==> src/hdl/stat_pkg.sv <==
package stat_pkg;

  localparam int unsigned ADDR_W  = 12;
  localparam int unsigned DATA_W  = 32;
  localparam int unsigned CNT_W   = 16;
  localparam int unsigned NUM_CNT = 3;

  // channel numbers of the three counters
  localparam int unsigned CH_UART = 0;
  localparam int unsigned CH_LOW  = 1;
  localparam int unsigned CH_HIGH = 2;

  // register indices; byte address is four times the index
  localparam logic [9:0] IDX_UART_TX_HI  = 10'h271;
  localparam logic [9:0] IDX_UART_TX_LO  = 10'h272;
  localparam logic [9:0] IDX_LOW_TX_HI   = 10'h273;
  localparam logic [9:0] IDX_LOW_TX_LO   = 10'h274;
  localparam logic [9:0] IDX_HIGH_CMD_HI = 10'h275;
  localparam logic [9:0] IDX_HIGH_CMD_LO = 10'h276;
  localparam logic [9:0] IDX_CTRL        = 10'h27c;
  localparam logic [9:0] IDX_UART_SNAP   = 10'h27d;
  localparam logic [9:0] IDX_LOW_SNAP    = 10'h27e;
  localparam logic [9:0] IDX_HIGH_SNAP   = 10'h27f;

  localparam logic [15:0] CNT_SAT = 16'hffff;
  localparam logic [15:0] CNT_RST = 16'h0000;
  localparam logic [15:0] CNT_ONE = 16'h0001;

  // control register: bit n enables counting on channel n
  localparam int unsigned CTRL_EN_LSB = 0;
  localparam logic [2:0]  CTRL_RST    = 3'h7;

  localparam logic [1:0] RESP_OKAY   = 2'h0;
  localparam logic [1:0] RESP_SLVERR = 2'h2;
  localparam logic [1:0] RESP_DECERR = 2'h3;

  typedef enum logic [0:0] {
    RD_IDLE = 1'b0,
    RD_RESP = 1'b1
  } rd_state_e;

  typedef enum logic [0:0] {
    WR_COLLECT = 1'b0,
    WR_RESP    = 1'b1
  } wr_state_e;

endpackage

==> src/hdl/stat_if.sv <==
`timescale 1ns/1ps
interface stat_if;
  logic        ev;
  logic        snap;
  logic [15:0] cnt;
  logic [15:0] latched;

  modport counter (
    input  ev,
    input  snap,
    output cnt,
    output latched
  );

  modport reader (
    output ev,
    output snap,
    input  cnt,
    input  latched
  );
endinterface

==> src/hdl/sat_stat_counter.sv <==
`timescale 1ns/1ps
module sat_stat_counter (
  input  wire logic  clk_i,
  input  wire logic  rstn_i,
  stat_if.counter    st
);

  // a frame that lands in the snapshot cycle opens the new interval
  always_ff @(posedge clk_i or negedge rstn_i) begin
    if (!rstn_i) begin
      st.cnt <= stat_pkg::CNT_RST;
    end else if (st.snap) begin
      st.cnt <= st.ev ? stat_pkg::CNT_ONE : stat_pkg::CNT_RST;
    end else if (st.ev && st.cnt != stat_pkg::CNT_SAT) begin
      st.cnt <= st.cnt + stat_pkg::CNT_ONE;
    end
  end

  always_ff @(posedge clk_i or negedge rstn_i) begin
    if (!rstn_i) begin
      st.latched <= stat_pkg::CNT_RST;
    end else if (st.snap) begin
      st.latched <= st.cnt;
    end
  end

endmodule

==> src/hdl/link_frame_statistics_counters.sv <==
`timescale 1ns/1ps
// Operation
// - count every response frame sent over the host uart, sixteen bits.
// - uart transmit count holds at ffff instead of wrapping.
// - uart snapshot read latches the uart count and clears only the uart counter.
// - uart transmit count high byte at 0x271, low byte at 0x272.
// - low-side link count, high 0x273, low 0x274, read-only, reset 0.
// - high-side counts only error-free, valid-crc frames; saturates.
// - high-side valid count high byte at 0x275, read-only, reset zero.
// - its low byte at 0x276 pairs with the high byte.
module link_frame_statistics_counters (
  input  wire logic        clk_i,
  input  wire logic        rstn_i,
  input  wire logic        uart_tx_frame_i,
  input  wire logic        low_link_frame_i,
  input  wire logic        high_link_cmd_done_i,
  input  wire logic        high_link_crc_ok_i,
  input  wire logic        high_link_err_i,
  input  wire logic [11:0] s_axi_awaddr_i,
  input  wire logic        s_axi_awvalid_i,
  output logic             s_axi_awready_o,
  input  wire logic [31:0] s_axi_wdata_i,
  input  wire logic [3:0]  s_axi_wstrb_i,
  input  wire logic        s_axi_wvalid_i,
  output logic             s_axi_wready_o,
  output logic [1:0]       s_axi_bresp_o,
  output logic             s_axi_bvalid_o,
  input  wire logic        s_axi_bready_i,
  input  wire logic [11:0] s_axi_araddr_i,
  input  wire logic        s_axi_arvalid_i,
  output logic             s_axi_arready_o,
  output logic [31:0]      s_axi_rdata_o,
  output logic [1:0]       s_axi_rresp_o,
  output logic             s_axi_rvalid_o,
  input  wire logic        s_axi_rready_i
);

  stat_pkg::rd_state_e rd_state_r;
  stat_pkg::wr_state_e wr_state_r;
  logic [2:0]          ctrl_r;
  logic [2:0]          ev_vec;
  logic [2:0]          snap_vec;
  logic                ar_hs;
  logic [9:0]          ar_idx;
  logic [31:0]         rd_word_nxt;
  logic [1:0]          rd_resp_nxt;
  logic                aw_have_r;
  logic                w_have_r;
  logic [9:0]          aw_idx_r;
  logic [31:0]         wdata_r;
  logic [3:0]          wstrb_r;
  logic                wr_go;
  logic [1:0]          wr_resp_nxt;
  logic [15:0]         lat_uart;
  logic [15:0]         lat_low;
  logic [15:0]         lat_high;

  stat_if st [stat_pkg::NUM_CNT] ();

  // ---------------- frame events ----------------
  always_comb begin
    ev_vec[stat_pkg::CH_UART] = uart_tx_frame_i
                              & ctrl_r[stat_pkg::CH_UART];
    ev_vec[stat_pkg::CH_LOW]  = low_link_frame_i
                              & ctrl_r[stat_pkg::CH_LOW];
    // frames with a bad crc or a link error never count
    ev_vec[stat_pkg::CH_HIGH] = high_link_cmd_done_i & high_link_crc_ok_i
                              & ~high_link_err_i
                              & ctrl_r[stat_pkg::CH_HIGH];
  end

  // ---------------- snapshot strobes ----------------
  assign ar_hs  = s_axi_arvalid_i & s_axi_arready_o;
  assign ar_idx = s_axi_araddr_i[11:2];

  always_comb begin
    snap_vec[stat_pkg::CH_UART] = ar_hs
                                && ar_idx == stat_pkg::IDX_UART_SNAP;
    snap_vec[stat_pkg::CH_LOW]  = ar_hs
                                && ar_idx == stat_pkg::IDX_LOW_SNAP;
    snap_vec[stat_pkg::CH_HIGH] = ar_hs
                                && ar_idx == stat_pkg::IDX_HIGH_SNAP;
  end

  for (genvar g = 0; g < stat_pkg::NUM_CNT; g++) begin : g_cnt
    assign st[g].ev   = ev_vec[g];
    assign st[g].snap = snap_vec[g];
    sat_stat_counter u_cnt (
      .clk_i  (clk_i),
      .rstn_i (rstn_i),
      .st     (st[g])
    );
  end

  assign lat_uart = st[stat_pkg::CH_UART].latched;
  assign lat_low  = st[stat_pkg::CH_LOW].latched;
  assign lat_high = st[stat_pkg::CH_HIGH].latched;

  // ---------------- read decode ----------------
  // software sees only the latched copies, so high and low bytes always
  // belong to the same interval whatever order they are read in
  always_comb begin
    rd_word_nxt = 32'h0000_0000;
    rd_resp_nxt = stat_pkg::RESP_OKAY;
    case (ar_idx)
      stat_pkg::IDX_UART_TX_HI:  rd_word_nxt[7:0] = lat_uart[15:8];
      stat_pkg::IDX_UART_TX_LO:  rd_word_nxt[7:0] = lat_uart[7:0];
      stat_pkg::IDX_LOW_TX_HI:   rd_word_nxt[7:0] = lat_low[15:8];
      stat_pkg::IDX_LOW_TX_LO:   rd_word_nxt[7:0] = lat_low[7:0];
      stat_pkg::IDX_HIGH_CMD_HI: rd_word_nxt[7:0] = lat_high[15:8];
      stat_pkg::IDX_HIGH_CMD_LO: rd_word_nxt[7:0] = lat_high[7:0];
      stat_pkg::IDX_CTRL:        rd_word_nxt[2:0] = ctrl_r;
      stat_pkg::IDX_UART_SNAP,
      stat_pkg::IDX_LOW_SNAP,
      stat_pkg::IDX_HIGH_SNAP:   rd_word_nxt = 32'h0000_0000;
      default:                   rd_resp_nxt = stat_pkg::RESP_DECERR;
    endcase
  end

  // ---------------- read channel ----------------
  always_ff @(posedge clk_i or negedge rstn_i) begin
    if (!rstn_i) begin
      rd_state_r      <= stat_pkg::RD_IDLE;
      s_axi_arready_o <= 1'b0;
      s_axi_rvalid_o  <= 1'b0;
    end else begin
      case (rd_state_r)
        stat_pkg::RD_IDLE: begin
          s_axi_arready_o <= 1'b1;
          if (ar_hs) begin
            s_axi_arready_o <= 1'b0;
            s_axi_rvalid_o  <= 1'b1;
            rd_state_r      <= stat_pkg::RD_RESP;
          end
        end
        stat_pkg::RD_RESP: begin
          if (s_axi_rready_i) begin
            s_axi_rvalid_o  <= 1'b0;
            s_axi_arready_o <= 1'b1;
            rd_state_r      <= stat_pkg::RD_IDLE;
          end
        end
        default: begin
          rd_state_r      <= stat_pkg::RD_IDLE;
          s_axi_arready_o <= 1'b0;
          s_axi_rvalid_o  <= 1'b0;
        end
      endcase
    end
  end

  always_ff @(posedge clk_i or negedge rstn_i) begin
    if (!rstn_i) begin
      s_axi_rdata_o <= 32'h0000_0000;
      s_axi_rresp_o <= stat_pkg::RESP_OKAY;
    end else if (ar_hs) begin
      s_axi_rdata_o <= rd_word_nxt;
      s_axi_rresp_o <= rd_resp_nxt;
    end
  end

  // ---------------- write channel ----------------
  // address and data are taken independently and held until both are in
  assign wr_go = aw_have_r & w_have_r & (wr_state_r == stat_pkg::WR_COLLECT);

  always_ff @(posedge clk_i or negedge rstn_i) begin
    if (!rstn_i) begin
      aw_have_r       <= 1'b0;
      aw_idx_r        <= 10'h000;
      s_axi_awready_o <= 1'b0;
    end else if (s_axi_bvalid_o && s_axi_bready_i) begin
      aw_have_r       <= 1'b0;
      s_axi_awready_o <= 1'b1;
    end else if (!aw_have_r) begin
      s_axi_awready_o <= 1'b1;
      if (s_axi_awvalid_i && s_axi_awready_o) begin
        aw_have_r       <= 1'b1;
        aw_idx_r        <= s_axi_awaddr_i[11:2];
        s_axi_awready_o <= 1'b0;
      end
    end
  end

  always_ff @(posedge clk_i or negedge rstn_i) begin
    if (!rstn_i) begin
      w_have_r       <= 1'b0;
      wdata_r        <= 32'h0000_0000;
      wstrb_r        <= 4'h0;
      s_axi_wready_o <= 1'b0;
    end else if (s_axi_bvalid_o && s_axi_bready_i) begin
      w_have_r       <= 1'b0;
      s_axi_wready_o <= 1'b1;
    end else if (!w_have_r) begin
      s_axi_wready_o <= 1'b1;
      if (s_axi_wvalid_i && s_axi_wready_o) begin
        w_have_r       <= 1'b1;
        wdata_r        <= s_axi_wdata_i;
        wstrb_r        <= s_axi_wstrb_i;
        s_axi_wready_o <= 1'b0;
      end
    end
  end

  // counter registers are read-only, so a write there is refused
  always_comb begin
    case (aw_idx_r)
      stat_pkg::IDX_CTRL:        wr_resp_nxt = stat_pkg::RESP_OKAY;
      stat_pkg::IDX_UART_TX_HI,
      stat_pkg::IDX_UART_TX_LO,
      stat_pkg::IDX_LOW_TX_HI,
      stat_pkg::IDX_LOW_TX_LO,
      stat_pkg::IDX_HIGH_CMD_HI,
      stat_pkg::IDX_HIGH_CMD_LO,
      stat_pkg::IDX_UART_SNAP,
      stat_pkg::IDX_LOW_SNAP,
      stat_pkg::IDX_HIGH_SNAP:   wr_resp_nxt = stat_pkg::RESP_SLVERR;
      default:                   wr_resp_nxt = stat_pkg::RESP_DECERR;
    endcase
  end

  always_ff @(posedge clk_i or negedge rstn_i) begin
    if (!rstn_i) begin
      wr_state_r     <= stat_pkg::WR_COLLECT;
      s_axi_bvalid_o <= 1'b0;
      s_axi_bresp_o  <= stat_pkg::RESP_OKAY;
    end else begin
      case (wr_state_r)
        stat_pkg::WR_COLLECT: begin
          if (wr_go) begin
            s_axi_bvalid_o <= 1'b1;
            s_axi_bresp_o  <= wr_resp_nxt;
            wr_state_r     <= stat_pkg::WR_RESP;
          end
        end
        stat_pkg::WR_RESP: begin
          if (s_axi_bready_i) begin
            s_axi_bvalid_o <= 1'b0;
            wr_state_r     <= stat_pkg::WR_COLLECT;
          end
        end
        default: begin
          wr_state_r     <= stat_pkg::WR_COLLECT;
          s_axi_bvalid_o <= 1'b0;
        end
      endcase
    end
  end

  // only byte lane 0 carries control bits
  always_ff @(posedge clk_i or negedge rstn_i) begin
    if (!rstn_i) begin
      ctrl_r <= stat_pkg::CTRL_RST;
    end else if (wr_go && aw_idx_r == stat_pkg::IDX_CTRL && wstrb_r[0]) begin
      ctrl_r <= wdata_r[stat_pkg::CTRL_EN_LSB +: 3];
    end
  end
endmodule

==> config.mk <==
export PLATFORM = sky130hd
export DESIGN_NAME = link_frame_statistics_counters
export DESIGN_NICKNAME = d
export VERILOG_FILES = /design/src/hdl/stat_pkg.sv /design/src/hdl/stat_if.sv /design/src/hdl/sat_stat_counter.sv /design/src/hdl/link_frame_statistics_counters.sv
export SDC_FILE = /design/constraint.sdc
export NUM_CORES = 1
export LEC_CHECK = 0
export BUFFER_PORTS_ARGS = -buffer_cell sky130_fd_sc_hd__buf_2
export CAP_MARGIN = 20
export CORE_MARGIN = 5
export CORE_UTILIZATION = 54
export DETAILED_ROUTE_END_ITERATION = 8
export PLACE_DENSITY = 0.77
export SLEW_MARGIN = 15
export SYNTH_ARGS = -nofsm -noshare
export SYNTH_HDL_FRONTEND = slang
export SYNTH_SLANG_ARGS = --single-unit
==> constraint.sdc <==
create_clock -name clk_i -period 4 [get_ports clk_i]
set_input_delay 0 -clock clk_i [delete_from_list [all_inputs] [get_ports clk_i]]
set_output_delay 0 -clock clk_i [all_outputs]
set_load 0.02 [all_outputs]
==> impl_metrics.csv <==
group,metric,value,unit
finish,instances_no_fill,837,
detailed_routing,wl_per_cell,16.4,um
finish,stdcell_area,7670,um^2
global_routing,antenna_found_initial,0,
setup_path,cp-start-kind,"register",
setup_path,criticalPathCategory,"reg2reg",
setup_path,cp_slowest_stage_delay,0.98,ns
synthesis,synthFlopType,"dfrtp_1",
floorplanning,die_area,14500,um^2
timing,min_period,2.78,ns
global_routing,grt_util_met1,0.266,
placement,dp_hpwl,9640,um
timing,setup_viol_count_final,0,
power_and_ir_drop,power_density,457,nW/um^2
clocking,cts_sinks,133,
global_routing,grt_max_degree,58,
finish,n_antenna_cell,0,
placement,placed_area,6860,um^2
finish,drive_gt1_frac,0.246,
synthesis,synth.distinct_cells,60,
synthesis,ys_async_sr_fraction,1.00,
synthesis,synth.most_common_cell,"dfrtp_1",
synthesis,seq_area_frac_synth,0.505,
power_and_ir_drop,p_sw_frac,0.255,
placement,io_buffers,52,
clocking,clk_latency,0.42,ns
timing,fmax,0.360,GHz
floorplanning,die_x,121,um
global_routing,grt_use_met3,0.0500,
floorplanning,fp.coreArea,12000,um^2
clocking,cts_made_buffers,17,
finish,layout.nets,752,
detailed_routing,vias_per_cell,5.66,
global_routing,grt_pass1_vias,4707,
detailed_routing,drt-total-wl,13800,um
power_and_ir_drop,vdd_ir_drop_max,0.000361,V
synthesis,synth_edf_count,0,
finish,syn_to_final_growth,16.2,%
synthesis,ys_top_cells_by_count,"dfrtp_1 (130), mux2_2 (71), nor2_1 (54)",
detailed_routing,drt-initial-drc-count,361,
power_and_ir_drop,total_leakage_power,3.58,nW
global_routing,grt.overflow.total,0,
floorplanning,die_h,121,um
synthesis,yosysTopAreaCellShare,0.493,
job,cap_violations,0,
timing,finalCritPeriodShare,0.694,
power_and_ir_drop,p_int,2.61,mW
detailed_routing,drc,0,
floorplanning,boundaryPins,113,
setup_path,cp_top_family,"simple AND/OR/NAND/NOR gates",
setup_path,setup.worst_path.end_class,"register",
global_routing,grt_usage,0.202,
clocking,htreeDepth,4,
setup_path,required,4.29,ns
power_and_ir_drop,p_seq_frac,0.446,
global_routing,grt_pass1_wl,23300,um
synthesis,yosysWarnings,0,
finish,n_fill_cell,903,
clocking,postCtsSetupBuffers,0,
setup_path,arrival,3.07,ns
clocking,cts_tree,"yes",
setup_path,cp_num_buf_inv,0,
setup_path,path_cells,"nand2_1 > nor3_2 > and4_1 > mux2_2",
hold_path,min_path_type,"in2reg",
placement,dp.cells,782,
detailed_routing,dr.pass1.iters,5,
timing,drv_slew,0,
power_and_ir_drop,power,3.51,mW
synthesis,avgSynthCellArea,10.9,um^2
timing,tightest_slew,1.06,ns
clocking,clkTransAtPathRegs,0.06,ns
synthesis,synthCells,604,
synthesis,ys_ff_latch,133,
synthesis,synth_top_area_cell,"dfrtp_1",
timing,finalHoldViolCount,0,
global_routing,gr-max-usage-layer,"met2",
status,status,"complete, no violations",
power_and_ir_drop,power_frac_comb,0.118,
setup_path,crit_path_top_delay_cell,"and4_1",
timing,finalSetupTns,0,ns
timing,slew_headroom,0.291,
power_and_ir_drop,p_clk_frac,0.436,
clocking,cts_max_path_buffers,2,
finish,final_util,0.639,
clocking,cts_root_buffer,"clkbuf_16",
detailed_routing,final_antenna_net_count,0,
power_and_ir_drop,switching_power,0.895,mW
timing,rsz0062_at_grt,"false",
synthesis,ys_top_cells_by_area,"dfrtp_1 (49%), mux2_2 (12%), buf_4 (3.3%), nor2_1 (3.1%), mux2i_1 (2.7%)",
timing,fin_worst_skew,0.0127,ns
detailed_routing,num_vias,4736,
floorplanning,initial_core_util,0.550,
placement,gp_congestion,0.874,
global_routing,use_met2,0.320,
setup_path,path_max_fanout,26,
floorplanning,rows,40,
synthesis,synth_area,6600,um^2
worst reg2reg max path, cell delays in order (launching register included):
cell and delay [ns]:
dfrtp_1 0.38, nand2_1 0.27, nor3_2 0.57, and4_1 0.98
mux2_2 0.44
area by class of cell:
type | instances | area [um^2] | share of cell area
Sequential cell | 133 | 3330 | 0.434
Multi-Input combinational cell | 433 | 2980 | 0.389
Timing Repair Buffer | 83 | 553 | 0.0721
Clock buffer | 21 | 460 | 0.0600
Tap cell | 147 | 184 | 0.0240
Clock inverter | 11 | 126 | 0.0165
Inverter | 9 | 33.8 | 0.00440
routing by layer:
layer  wire, um  up-vias
met5          0        -
met4        305        0
met3        778       24
met2       6610      144
met1       6060     2302
li1           -     2266
sequential cells by signal (all words and copies together), names as in the netlist, 2 cells and up:
signal / flops
aw_idx_r: 10
g_cnt.u_cnt.st.cnt: 48
g_cnt.u_cnt.st.latched: 48
s_axi_rdata_o: 8
s_axi_bresp_o: 2
ctrl_r: 3
wdata_r: 3
timing repair:
item	CTS	global route
endpoints found under the hold margin	79	0
hold buffers	23	0
gates resized for setup	0	0
power groups by stage:
| stage | registers (mW) | logic [mW] | clock network [mW] |
|---|---|---|---|
| floorplan | 1.60 | 0.251 | 0 |
| global placement | 1.58 | 0.369 | 0 |
| detailed placement | 1.59 | 0.387 | 0 |
| CTS | 1.56 | 0.418 | 1.56 |
| global route | 1.58 | 0.459 | 1.62 |
| finish | 1.57 | 0.414 | 1.53 |
stage by stage:
step	setup WS [ns]	hold WS [ns]
after floorplan	2.06	-0.296
after global placement	1.37	0.0869
after detailed placement	1.26	0.0992
after CTS	1.26	0.0354
after global routing	0.993	0.0907
final	1.22	0.0551
cell usage in the layout (no fill, tap or decap), drive strengths merged, types with 5 or more instances in the layout:
cell,count
nor4,6
nor2b,5
and4,11
xor2,15
or3,5
nand2,43
nor2,54
clkbuf,21
a21oi,23
nand4,9
inv,10
nand3,22
and2,7
dfrtp,130
mux2i,18
nor3,11
mux2,71
buf,60
o21ai,25
and3,9
xnor2,18
dlygate4sd3,23
a31oi,5
o211ai,5
conb,24
cell families after synthesis:
logic type | synth area share
buffers and inverters | 0.0567
multiplexers | 0.148
AND/OR/NAND/NOR | 0.155
adder cells (fa/ha/maj) | 0.00569
XOR/XNOR | 0.0438
other | 0.000568
flip-flops | 0.505
AO/OA/AOI/OAI | 0.0853
worst paths after layout:
kind                                                              to  slack (ns)  cells past startpoint                   startpoint
max in group asynchronous                      ctrl_r[0]$_DFFE_PN1P_        2.81                      3                       rstn_i
setup / recovery           g_cnt[2].u_cnt.st.latched[13]$_DFFE_PN0P_        1.22                      4  s_axi_arready_o$_DFFE_PN0P_
setup reg to reg           g_cnt[2].u_cnt.st.latched[13]$_DFFE_PN0P_        1.22                      4  s_axi_arready_o$_DFFE_PN0P_
hold / removal                          s_axi_rdata_o[7]$_DFFE_PN0P_        0.06                      5            s_axi_araddr_i[6]
hold reg to reg                           s_axi_bvalid_o$_DFFE_PN0P_        0.47                      1         wr_state_r$_DFF_PN0_
min in group asynchronous                s_axi_awready_o$_DFFE_PN0P_        0.18                      2                       rstn_i
No activity file was read; power rests on OpenSTA's default activity.
